<file path="src/hdl/mcr_defs.svh">
// Register indices, field positions and reset values of the calibration bank
`ifndef MCR_DEFS_SVH
`define MCR_DEFS_SVH

// ==========================================================================
// Geometry
`define MCR_DATA_W            32
`define MCR_ADDR_W            9
`define MCR_IDX_W             7
`define MCR_BAND_W            3
`define MCR_MP_COEFS          5
`define MCR_NUM_CAL           22
`define MCR_RESET_WORD        32'h00000000

// ==========================================================================
// Register indices; byte address is four times the index
`define MCR_IDX_PA_FIRMS_OS   7'h13
`define MCR_IDX_PA_FVRMS_OS   7'h14
`define MCR_IDX_PA_HC_VRMS_OS 7'h15
`define MCR_IDX_PA_HC_IRMS_OS 7'h16
`define MCR_IDX_PA_MC_VRMS_OS 7'h17
`define MCR_IDX_PA_MC_IRMS_OS 7'h18
`define MCR_IDX_PB_IGAIN      7'h20
`define MCR_IDX_PB_MP_GAIN0   7'h21
`define MCR_IDX_PB_MP_GAIN1   7'h22
`define MCR_IDX_PB_MP_GAIN2   7'h23
`define MCR_IDX_PB_MP_GAIN3   7'h24
`define MCR_IDX_PB_MP_GAIN4   7'h25
`define MCR_IDX_PB_PHCORR0    7'h26
`define MCR_IDX_PB_PHCORR1    7'h27
`define MCR_IDX_PB_PHCORR2    7'h28
`define MCR_IDX_PB_PHCORR3    7'h29
`define MCR_IDX_PB_PHCORR4    7'h2A
`define MCR_IDX_PB_VGAIN      7'h2B
`define MCR_IDX_PB_IRMS_OS    7'h2C
`define MCR_IDX_PB_VRMS_OS    7'h2D
`define MCR_IDX_PB_PGAIN      7'h2E
`define MCR_IDX_PB_WATT_OS    7'h2F
`define MCR_IDX_CONFIG        7'h50
`define MCR_IDX_STATUS        7'h51
`define MCR_IDX_THR_LO0       7'h52
`define MCR_IDX_THR_HI0       7'h56

// ==========================================================================
// Fields of main_config_register and the status register
`define MCR_CFG_MP_EN_BIT     0
`define MCR_STS_MP_EN_BIT     0
`define MCR_STS_BAND_LSB      4

`endif

</file>
<file path="src/hdl/mcr_pkg.sv">
// Types shared by the calibration register bank
package mcr_pkg;

  // ========================================================================
  // Bus slave states, Gray ordered
  typedef enum logic [1:0] {
    MCR_BUS_IDLE = 2'h0,
    MCR_BUS_ACK  = 2'h1
  } mcr_bus_state_t;

  typedef logic [31:0] mcr_word_t;
  typedef logic [2:0]  mcr_band_t;

endpackage

</file>
<file path="src/hdl/mcr_band_if.sv">
// Links the register bank to the multipoint band selector
`timescale 1ns/1ps
interface mcr_band_if #(
  parameter int NUM_BANDS = 5
);
  import mcr_pkg::*;
  mcr_word_t                 rms;
  mcr_word_t [NUM_BANDS-2:0] thr_lo;
  mcr_word_t [NUM_BANDS-2:0] thr_hi;
  logic                      enable;
  mcr_band_t                 band;

  modport sel  (input rms, thr_lo, thr_hi, enable, output band);
  modport bank (output rms, thr_lo, thr_hi, enable, input band);
endinterface

</file>
<file path="src/hdl/mcr_band_sel.sv">
// Picks the multipoint band from the phase B current rms and thresholds
`timescale 1ns/1ps
module mcr_band_sel #(
  parameter int NUM_BANDS = 5
) (
  // Clock and reset
  input wire logic  ref_clk_i,
  input wire logic  rst_n_i,
  // Bank side
  mcr_band_if.sel   bif
);
  import mcr_pkg::*;

  typedef struct packed {
    mcr_band_t band;
  } mcr_sel_state_t;

  localparam mcr_band_t TOP_BAND = mcr_band_t'(NUM_BANDS - 1);

  mcr_sel_state_t sel_q;
  mcr_sel_state_t sel_d;

  // ========================================================================
  // Band stepping
  // Boundary k rises at thr_hi[k] and falls below thr_lo[k]; the gap is the
  // hysteresis that keeps the band from chattering. One step per clock while enabled; disabling drops straight to band 0.
  always_comb begin
    sel_d = sel_q;
    if (!bif.enable) begin
      sel_d.band = '0;
    end else if (sel_q.band < TOP_BAND &&
                 bif.rms >= bif.thr_hi[sel_q.band]) begin
      sel_d.band = sel_q.band + 3'h1;
    end else if (sel_q.band != '0 &&
                 bif.rms < bif.thr_lo[sel_q.band - 3'h1]) begin
      sel_d.band = sel_q.band - 3'h1;
    end
  end

  always_ff @(posedge ref_clk_i or negedge rst_n_i) begin
    if (!rst_n_i) begin
      sel_q <= '0;
    end else begin
      sel_q <= sel_d;
    end
  end

  assign bif.band = sel_q.band;

  // ========================================================================
  // Checks
  a_band_disabled_zero: assert property (@(posedge ref_clk_i)
    disable iff (!rst_n_i) !bif.enable |=> sel_q.band == '0)
    else $error("band not zero while multipoint is off");

  a_band_single_step: assert property (@(posedge ref_clk_i)
    disable iff (!rst_n_i) bif.enable |=>
      (sel_q.band == $past(sel_q.band) ||
       sel_q.band == $past(sel_q.band) + 3'h1 ||
       sel_q.band == $past(sel_q.band) - 3'h1))
    else $error("band moved more than one step");

endmodule

</file>
<file path="src/hdl/mcr_regs.sv">
// Calibration register bank for phase A rms offsets and phase B corrections
//
// The Avalon-MM interface to the registers was decided locally.
`timescale 1ns/1ps
`include "mcr_defs.svh"
// What this block does
// - Multipoint on: extra gain chosen by current band
// - Multipoint off: apply first phase coefficient only
// - Multipoint on: phase coefficient chosen by band
// - Power gain scales all phase B powers
// - Offset corrects phase B total active power
// - Fundamental rms offsets for phase A I, V
// - Half-cycle rms offsets for phase A V, I
// - Multi-cycle rms offsets for phase A V, I
// - Phase B rms offsets for current, voltage
// - Current and voltage gains for phase B
module mcr_regs #(
  parameter int NUM_BANDS = 5
) (
  // Clock and reset
  input  wire logic                 ref_clk_i,
  input  wire logic                 rst_n_i,
  // Avalon-MM slave
  input  wire logic [8:0]           avs_address_i,
  input  wire logic                 avs_read_i,
  input  wire logic                 avs_write_i,
  input  wire logic [31:0]          avs_writedata_i,
  input  wire logic [3:0]           avs_byteenable_i,
  output      mcr_pkg::mcr_word_t   avs_readdata_o,
  output      logic                 avs_waitrequest_o,
  // Metrology results used for band selection
  input  wire mcr_pkg::mcr_word_t   pb_current_rms_result_i,
  // Phase A rms offsets
  output      mcr_pkg::mcr_word_t   pa_fund_irms_os_o,
  output      mcr_pkg::mcr_word_t   pa_fund_vrms_os_o,
  output      mcr_pkg::mcr_word_t   pa_hc_vrms_os_o,
  output      mcr_pkg::mcr_word_t   pa_hc_irms_os_o,
  output      mcr_pkg::mcr_word_t   pa_mc_vrms_os_o,
  output      mcr_pkg::mcr_word_t   pa_mc_irms_os_o,
  // Phase B corrections
  output      mcr_pkg::mcr_word_t   pb_current_gain_o,
  output      mcr_pkg::mcr_word_t   pb_voltage_gain_o,
  output      mcr_pkg::mcr_word_t   pb_irms_os_o,
  output      mcr_pkg::mcr_word_t   pb_vrms_os_o,
  output      mcr_pkg::mcr_word_t   pb_power_gain_o,
  output      mcr_pkg::mcr_word_t   pb_watt_os_o,
  output      mcr_pkg::mcr_word_t   pb_mp_gain_o,
  output      mcr_pkg::mcr_word_t   pb_phase_corr_o,
  output      mcr_pkg::mcr_band_t   pb_band_o
);
  import mcr_pkg::*;

  // ========================================================================
  // Parameter check
  // Only five gain and five phase coefficients exist in the map
  if (NUM_BANDS < 2 || NUM_BANDS > `MCR_MP_COEFS) begin : g_bad_bands
    $error("NUM_BANDS must lie between 2 and 5");
  end

  localparam int NT = NUM_BANDS - 1;

  typedef logic [`MCR_IDX_W-1:0] mcr_idx_t;
  typedef logic [5:0]            mcr_slot_t;

  localparam mcr_slot_t NO_SLOT = 6'h3F;

  typedef struct packed {
    mcr_bus_state_t                     fsm;
    logic                               wait_req;
    mcr_word_t                          rdata;
    logic [`MCR_NUM_CAL-1:0][31:0]      cal;
    logic                               mp_en;
    logic [NT-1:0][31:0]                thr_lo;
    logic [NT-1:0][31:0]                thr_hi;
    mcr_word_t                          mp_gain;
    mcr_word_t                          phase;
    mcr_band_t                          band;
  } mcr_state_t;

  mcr_state_t q;
  mcr_state_t d;

  mcr_band_if #(.NUM_BANDS(NUM_BANDS)) bif ();

  // ========================================================================
  // Decoding
  // Maps a register index to its storage slot; used by the bus and by
  // every output tap, so the two can never disagree.
  function automatic mcr_slot_t cal_slot(input mcr_idx_t idx);
    cal_slot = NO_SLOT;
    if (idx >= `MCR_IDX_PA_FIRMS_OS && idx <= `MCR_IDX_PA_MC_IRMS_OS) begin
      cal_slot = 6'(idx - `MCR_IDX_PA_FIRMS_OS);
    end else if (idx >= `MCR_IDX_PB_IGAIN &&
                 idx <= `MCR_IDX_PB_WATT_OS) begin
      cal_slot = 6'(idx - `MCR_IDX_PB_IGAIN) + 6'h06;
    end
  endfunction

  // Threshold number inside a bank of NT, or NT when outside
  function automatic int thr_num(input mcr_idx_t idx, input mcr_idx_t base);
    thr_num = NT;
    if (idx >= base && int'(idx - base) < NT) begin
      thr_num = int'(idx - base);
    end
  endfunction

  function automatic mcr_word_t be_merge(input mcr_word_t old_w,
                                         input mcr_word_t new_w,
                                         input logic [3:0] be);
    be_merge = old_w;
    for (int b = 0; b < 4; b++) begin
      if (be[b]) begin
        be_merge[8*b +: 8] = new_w[8*b +: 8];
      end
    end
  endfunction

  mcr_idx_t  bus_idx;
  logic      bus_aligned;
  mcr_slot_t bus_slot;
  int        bus_lo;
  int        bus_hi;

  assign bus_idx     = avs_address_i[8:2];
  assign bus_aligned = avs_address_i[1:0] == 2'h0;
  assign bus_slot    = bus_aligned ? cal_slot(bus_idx) : NO_SLOT;
  assign bus_lo      = bus_aligned ? thr_num(bus_idx, `MCR_IDX_THR_LO0) : NT;
  assign bus_hi      = bus_aligned ? thr_num(bus_idx, `MCR_IDX_THR_HI0) : NT;

  // Read view of the whole map; unmapped or misaligned words read zero
  function automatic mcr_word_t read_word(input mcr_state_t s,
                                          input mcr_idx_t idx,
                                          input logic ok,
                                          input mcr_slot_t slot,
                                          input int lo,
                                          input int hi);
    read_word = '0;
    if (slot != NO_SLOT) begin
      read_word = s.cal[slot];
    end else if (lo < NT) begin
      read_word = s.thr_lo[lo];
    end else if (hi < NT) begin
      read_word = s.thr_hi[hi];
    end else if (ok && idx == `MCR_IDX_CONFIG) begin
      read_word[`MCR_CFG_MP_EN_BIT] = s.mp_en;
    end else if (ok && idx == `MCR_IDX_STATUS) begin
      read_word[`MCR_STS_MP_EN_BIT] = s.mp_en;
      read_word[`MCR_STS_BAND_LSB +: 3] = s.band;
    end
  endfunction

  // ========================================================================
  // Band selector
  assign bif.rms    = pb_current_rms_result_i;
  assign bif.thr_lo = q.thr_lo;
  assign bif.thr_hi = q.thr_hi;
  assign bif.enable = q.mp_en;

  mcr_band_sel #(
    .NUM_BANDS (NUM_BANDS)
  ) u_band_sel (
    .ref_clk_i (ref_clk_i),
    .rst_n_i   (rst_n_i),
    .bif       (bif)
  );

  // ========================================================================
  // Next state
  always_comb begin
    d          = q;
    d.wait_req = 1'b1;
    d.band     = bif.band;
    case (q.fsm)
      MCR_BUS_IDLE: begin
        // Answer one cycle after the request is seen
        if (avs_read_i || avs_write_i) begin
          d.fsm      = MCR_BUS_ACK;
          d.wait_req = 1'b0;
          d.rdata    = avs_read_i ? read_word(q, bus_idx, bus_aligned,
                                              bus_slot, bus_lo, bus_hi)
                                  : q.rdata;
        end
      end
      MCR_BUS_ACK: begin
        // The write lands on the edge at which waitrequest is seen low
        d.fsm = MCR_BUS_IDLE;
        if (avs_write_i) begin
          if (bus_slot != NO_SLOT) begin
            d.cal[bus_slot] = be_merge(q.cal[bus_slot], avs_writedata_i,
                                       avs_byteenable_i);
          end else if (bus_lo < NT) begin
            d.thr_lo[bus_lo] = be_merge(q.thr_lo[bus_lo], avs_writedata_i,
                                        avs_byteenable_i);
          end else if (bus_hi < NT) begin
            d.thr_hi[bus_hi] = be_merge(q.thr_hi[bus_hi], avs_writedata_i,
                                        avs_byteenable_i);
          end else if (bus_aligned && bus_idx == `MCR_IDX_CONFIG &&
                       avs_byteenable_i[0]) begin
            d.mp_en = avs_writedata_i[`MCR_CFG_MP_EN_BIT];
          end
        end
      end
      default: begin
        d.fsm = MCR_BUS_IDLE;
      end
    endcase
    // Coefficients follow the band a cycle late; a band change therefore
    // reaches the datapath two clocks after the rms input crosses.
    if (q.mp_en) begin
      d.mp_gain = q.cal[cal_slot(`MCR_IDX_PB_MP_GAIN0) +
                        6'(bif.band)];
      d.phase   = q.cal[cal_slot(`MCR_IDX_PB_PHCORR0) +
                        6'(bif.band)];
    end else begin
      d.mp_gain = '0;
      d.phase   = q.cal[cal_slot(`MCR_IDX_PB_PHCORR0)];
    end
  end

  always_ff @(posedge ref_clk_i or negedge rst_n_i) begin
    if (!rst_n_i) begin
      q          <= '0;
      q.fsm      <= MCR_BUS_IDLE;
      q.wait_req <= 1'b1;
      q.cal      <= {`MCR_NUM_CAL{`MCR_RESET_WORD}};
    end else begin
      q <= d;
    end
  end

  // ========================================================================
  // Outputs, all straight from the state register
  assign avs_readdata_o    = q.rdata;
  assign avs_waitrequest_o = q.wait_req;
  assign pa_fund_irms_os_o = q.cal[cal_slot(`MCR_IDX_PA_FIRMS_OS)];
  assign pa_fund_vrms_os_o = q.cal[cal_slot(`MCR_IDX_PA_FVRMS_OS)];
  assign pa_hc_vrms_os_o   = q.cal[cal_slot(`MCR_IDX_PA_HC_VRMS_OS)];
  assign pa_hc_irms_os_o   = q.cal[cal_slot(`MCR_IDX_PA_HC_IRMS_OS)];
  assign pa_mc_vrms_os_o   = q.cal[cal_slot(`MCR_IDX_PA_MC_VRMS_OS)];
  assign pa_mc_irms_os_o   = q.cal[cal_slot(`MCR_IDX_PA_MC_IRMS_OS)];
  assign pb_current_gain_o = q.cal[cal_slot(`MCR_IDX_PB_IGAIN)];
  assign pb_voltage_gain_o = q.cal[cal_slot(`MCR_IDX_PB_VGAIN)];
  assign pb_irms_os_o      = q.cal[cal_slot(`MCR_IDX_PB_IRMS_OS)];
  assign pb_vrms_os_o      = q.cal[cal_slot(`MCR_IDX_PB_VRMS_OS)];
  assign pb_power_gain_o   = q.cal[cal_slot(`MCR_IDX_PB_PGAIN)];
  assign pb_watt_os_o      = q.cal[cal_slot(`MCR_IDX_PB_WATT_OS)];
  assign pb_mp_gain_o      = q.mp_gain;
  assign pb_phase_corr_o   = q.phase;
  assign pb_band_o         = q.band;

  // ========================================================================
  // Checks
  logic wr_full;
  assign wr_full = q.fsm == MCR_BUS_ACK && avs_write_i &&
                   avs_byteenable_i == 4'hF;

  a_ack_one_cycle: assert property (@(posedge ref_clk_i)
    disable iff (!rst_n_i) !avs_waitrequest_o |=> avs_waitrequest_o)
    else $error("waitrequest low for more than one cycle");

  a_write_stores: assert property (@(posedge ref_clk_i)
    disable iff (!rst_n_i) wr_full && bus_slot != NO_SLOT |=>
      q.cal[$past(bus_slot)] == $past(avs_writedata_i))
    else $error("full write not stored");

  a_mp_gain_pick: assert property (@(posedge ref_clk_i)
    disable iff (!rst_n_i) q.mp_en |=> pb_mp_gain_o ==
      $past(q.cal[cal_slot(`MCR_IDX_PB_MP_GAIN0) + 6'(bif.band)]))
    else $error("multipoint gain does not follow band");

  a_phase_off_first: assert property (@(posedge ref_clk_i)
    disable iff (!rst_n_i) !q.mp_en ##1 !q.mp_en |=>
      pb_phase_corr_o == $past(q.cal[cal_slot(`MCR_IDX_PB_PHCORR0)]) &&
      pb_mp_gain_o == '0)
    else $error("phase not first coefficient with multipoint off");

  a_phase_pick: assert property (@(posedge ref_clk_i)
    disable iff (!rst_n_i) q.mp_en |=> pb_phase_corr_o ==
      $past(q.cal[cal_slot(`MCR_IDX_PB_PHCORR0) + 6'(bif.band)]))
    else $error("phase coefficient does not follow band");

  a_power_gain_wr: assert property (@(posedge ref_clk_i)
    disable iff (!rst_n_i)
      wr_full && bus_idx == `MCR_IDX_PB_PGAIN && bus_aligned |=>
      pb_power_gain_o == $past(avs_writedata_i))
    else $error("power gain output missed write");

  a_watt_os_wr: assert property (@(posedge ref_clk_i)
    disable iff (!rst_n_i)
      wr_full && bus_idx == `MCR_IDX_PB_WATT_OS && bus_aligned |=>
      pb_watt_os_o == $past(avs_writedata_i))
    else $error("active power offset output missed write");

  a_fund_os_wr: assert property (@(posedge ref_clk_i)
    disable iff (!rst_n_i)
      wr_full && bus_idx == `MCR_IDX_PA_FIRMS_OS && bus_aligned |=>
      pa_fund_irms_os_o == $past(avs_writedata_i))
    else $error("fundamental current offset missed write");

  a_fund_v_os_wr: assert property (@(posedge ref_clk_i)
    disable iff (!rst_n_i)
      wr_full && bus_idx == `MCR_IDX_PA_FVRMS_OS && bus_aligned |=>
      pa_fund_vrms_os_o == $past(avs_writedata_i))
    else $error("fundamental voltage offset missed write");

  a_hc_v_os_wr: assert property (@(posedge ref_clk_i)
    disable iff (!rst_n_i)
      wr_full && bus_idx == `MCR_IDX_PA_HC_VRMS_OS && bus_aligned |=>
      pa_hc_vrms_os_o == $past(avs_writedata_i))
    else $error("half-cycle voltage offset missed write");

  a_hc_i_os_wr: assert property (@(posedge ref_clk_i)
    disable iff (!rst_n_i)
      wr_full && bus_idx == `MCR_IDX_PA_HC_IRMS_OS && bus_aligned |=>
      pa_hc_irms_os_o == $past(avs_writedata_i))
    else $error("half-cycle current offset missed write");

  a_mc_v_os_wr: assert property (@(posedge ref_clk_i)
    disable iff (!rst_n_i)
      wr_full && bus_idx == `MCR_IDX_PA_MC_VRMS_OS && bus_aligned |=>
      pa_mc_vrms_os_o == $past(avs_writedata_i))
    else $error("multi-cycle voltage offset missed write");

  a_mc_i_os_wr: assert property (@(posedge ref_clk_i)
    disable iff (!rst_n_i)
      wr_full && bus_idx == `MCR_IDX_PA_MC_IRMS_OS && bus_aligned |=>
      pa_mc_irms_os_o == $past(avs_writedata_i))
    else $error("multi-cycle current offset missed write");

  a_rms_os_wr: assert property (@(posedge ref_clk_i)
    disable iff (!rst_n_i)
      wr_full && bus_idx == `MCR_IDX_PB_IRMS_OS && bus_aligned |=>
      pb_irms_os_o == $past(avs_writedata_i))
    else $error("phase B current rms offset missed write");

  a_vrms_os_wr: assert property (@(posedge ref_clk_i)
    disable iff (!rst_n_i)
      wr_full && bus_idx == `MCR_IDX_PB_VRMS_OS && bus_aligned |=>
      pb_vrms_os_o == $past(avs_writedata_i))
    else $error("phase B voltage rms offset missed write");

  a_igain_wr: assert property (@(posedge ref_clk_i)
    disable iff (!rst_n_i)
      wr_full && bus_idx == `MCR_IDX_PB_IGAIN && bus_aligned |=>
      pb_current_gain_o == $past(avs_writedata_i))
    else $error("current gain output missed write");

  a_vgain_wr: assert property (@(posedge ref_clk_i)
    disable iff (!rst_n_i)
      wr_full && bus_idx == `MCR_IDX_PB_VGAIN && bus_aligned |=>
      pb_voltage_gain_o == $past(avs_writedata_i))
    else $error("voltage gain output missed write");

endmodule
</file>
<file path="config.mk">
export PLATFORM = sky130hd
export DESIGN_NAME = mcr_regs
export DESIGN_NICKNAME = d
export VERILOG_FILES = /design/src/hdl/mcr_pkg.sv /design/src/hdl/mcr_band_if.sv /design/src/hdl/mcr_band_sel.sv /design/src/hdl/mcr_regs.sv
export VERILOG_INCLUDE_DIRS = /design/src /design/src/hdl
export SDC_FILE = /design/constraint.sdc
export NUM_CORES = 2
export LEC_CHECK = 0
export ABC_AREA = 1
export BUFFER_PORTS_ARGS = -buffer_cell sky130_fd_sc_hd__buf_4
export CAP_MARGIN = 20
export CORE_MARGIN = 2
export CORE_UTILIZATION = 35
export CTS_CLUSTER_SIZE = 24
export DETAILED_ROUTE_END_ITERATION = 6
export SYNTH_ARGS = -nofsm -noshare
export SYNTH_HDL_FRONTEND = slang
export SYNTH_SLANG_ARGS = --single-unit
</file>
<file path="constraint.sdc">
create_clock -name ref_clk_i -period 5.8 [get_ports ref_clk_i]
set_input_delay 0.58 -clock ref_clk_i [delete_from_list [all_inputs] [get_ports ref_clk_i]]
set_output_delay 0.58 -clock ref_clk_i [all_outputs]
set_load 0.01 [all_outputs]
</file>
==> impl_metrics.toml <==
[synth]
yosysWarnings = 0
synth_edf_count = 0
ys_seq_area_share_pct = 41.6
synthTopCellsByArea = "dfrtp_1 (42%), nand2_1 (24%), o21ai_0 (6.9%)"
synth_ff_type = "dfrtp_1"
synth_nets = 9408
synth.largest_area_cell = "dfrtp_1"
syn_area_mm2 = 0.0641
ys_types = 54
synth_top_area_share_pct = 41.6
ys_seq_elements = 1065
yosysMostFrequentCell = "nand2_1"
postSynthCellCount = 9255
yosys-top-cells-count = "nand2_1 (4100), dfrtp_1 (1064), o21ai_0 (889), buf_4 (559), a21oi_1 (445)"
synthArstFlopShare_pct = 100
synth.avg_cell_area_um2 = 6.92

[route]
via_per_inst = 5.59
drt_iter0_markers = 9551
vias = 64400
totalWireLength_um = 300000
drc = 6
detail-route-antenna-nets = 0
routedWlPerCell_um = 26.1
dr.pass1.iters = 7

[clock_tree]
path_clk_slew_ps = 60
cts-resized-gates = 0
cts_tree = "done"
clk_latency_ps = 810
ctsHtreeMaxLevel = 4
cts_buffers = 130
post_cts_buffers = 0
clockRootBuffer = "clkbuf_16"
ctsHoldBuffers = 2
clockBufferDepth = 3
clock-sinks = 1065

[setup_path]
cp-end-kind = "register"
reg2reg_from = "u_band_sel.bif.band[0]"
worstSetupPathType = "input pin to register"
arrival_ps = 5320
path_max_fanout = 26
start_kind = "input pin"
worstSetupStartpoint = "avs_address_i[3]"
worstPathRequired_ps = 6490

[sta]
fin_tns_setup_ps = 0
report.final.slew_viol_count = 0
hold-worst-slack_ps = 41.2
fin_crit_sh_pct = 79.9
finalSetupViolations = 0
setup_ws_ps = 1160
tightest_slew_ps = 1180
finalClockSkew_ps = 42.6
final_hold_viol_count = 0
fmax_mhz = 216
max-slew-margin-rel_pct = 21.4
grt_setup_unrepaired = "false"
period_needed_ps = 4640

[flow_run]
maxCapViolations = 0

[status]
violations = "DRC"
status = "complete, but fails checks"

[placed_design]
portBuffers = 564
hpwl_um = 207000
place_area_mm2 = 0.0666
place_ws_ps = 629
gp_congestion = 0.990
dp.cells = 11300

[cells_and_area]
nNetsFinal = 9175
layout-drive-gt1-share_pct = 11.8
regMostFlops = "q"
fill_cells = 18900
syn2layout_area_growth_pct = 10.8
largest_register_ffs = 321
postLayoutCellArea_mm2 = 0.0710
fin_util_pct = 38.9
fin_cells = 11500

[floorplan]
die_h_um = 432
start_util_pct = 35.1
rows = 157
ioPinCount = 565
die-area_mm2 = 0.186
core_mm2 = 0.182
die_x_um = 432

[worst_hold_path]
hold_path_class = "input pin to register"
hp-start = "avs_write_i"

[grt]
antenna_found_initial = 12
grt_start_max_net_pins = 209
grt_pass1_wl_um = 428000
grt_overflow = 0
grt_pass1_vias = 58100
grt.total_usage_pct = 31.3

[power_and_ir_drop]
p_leak_nw = 36.4
cellPowerDensity_mw_per_mm2 = 381
power_mw = 27.1
vdd_drop_max_v = 0.000597
==> critical path, cell delays in order <==
cell      delay, ps
buf_4           160
inv_2           210
ha_1            250
nand3_1         120
o21ai_2         170
nand2_4         100
o21ai_1         410
nand3_4         700
nand2_2         250
inv_2           270
nand2_1         130
o211ai_1        190
a21oi_1         390
nand2_1         310
nand2_1         120
nand2_1         410
buf_12          340
nand2_1          70
nand2_1          60
==> cells in the final DEF, fill, tap and decap left out, types with 9 or more instances in the layout <==
cell type and count:
bufinv_16 9, inv_6 10, clkinv_2 19, o21ai_0 889, a21oi_1 445, a31oi_1 21, nand4_1 99, clkbuf_8 30
dfrtp_1 1062, clkbuf_1 28, o21ai_1 76, nor2_2 15, inv_1 410, nor2_4 24, clkbuf_16 134, nor2_1 299
o221ai_1 14, nand2_1 4100, o311ai_0 15, buf_4 710, a21boi_1 25, inv_2 44, nand3_1 348, nand2_2 15
a32o_1 21, o211ai_1 93, ha_1 71, buf_12 26
==> area by class of cell <==
| class | count | area, um^2 | share of cell area, % |
|---|---|---|---|
| Sequential cell | 1065 | 26700 | 37.5 |
| Clock inverter | 43 | 537 | 0.756 |
| Multi-Input combinational cell | 6626 | 29300 | 41.3 |
| Timing Repair Buffer | 739 | 5890 | 8.29 |
| Inverter | 460 | 1740 | 2.46 |
| Tap cell | 2385 | 2980 | 4.20 |
| Clock buffer | 192 | 3870 | 5.45 |
| Antenna cell | 6 | 15.0 | 0.0211 |
==> where the power goes <==
part	internal (mW)	total [mW]	switching [mW]	leakage (nW)
sequential	7.74	7.99	0.242	14.4
clock	5.04	8.57	3.53	2.17
combinational	2.91	10.5	7.62	19.9
total	15.7	27.1	11.4	36.4
==> metal layers <==
layer	vias to the layer above	share of wire [%]	GRT usage (%)	routed length, um
li1	28600	-	-	-
met1	30900	38	40.7	115000
met2	4130	41	44.1	123000
met3	777	12	9.24	36200
met4	10	8.4	22.2	25200
met5	-	0.017	0	50
==> worst paths after layout <==
check / slack [ps] / depth (start not counted) / to
setup / recovery: 1160 / 19 / pb_irms_os_o[22]
hold / removal: 40 / 2 / avs_waitrequest_o
setup reg to reg: 1670 / 17 / u_band_sel.bif.band[0]
hold reg to reg: 480 / 2 / q[670]
max in group asynchronous: 3820 / 3 / pb_current_gain_o[26]
min in group asynchronous: 390 / 2 / avs_readdata_o[27]
==> logic make-up (layout without fill, tap and decap cells) <==
group           Yosys count  after routing  synth area share, %
compound gates         1622           1622                 13.6
xor+xnor                  3              3               0.0410
fa+ha+maj                72             72                 1.41
buf+inv                1564           1434                 12.8
flops                  1065           1065                 41.6
other cells               0              6                    0
simple gates           4929           4929                 30.5
(Power assumes the default switching activity.)
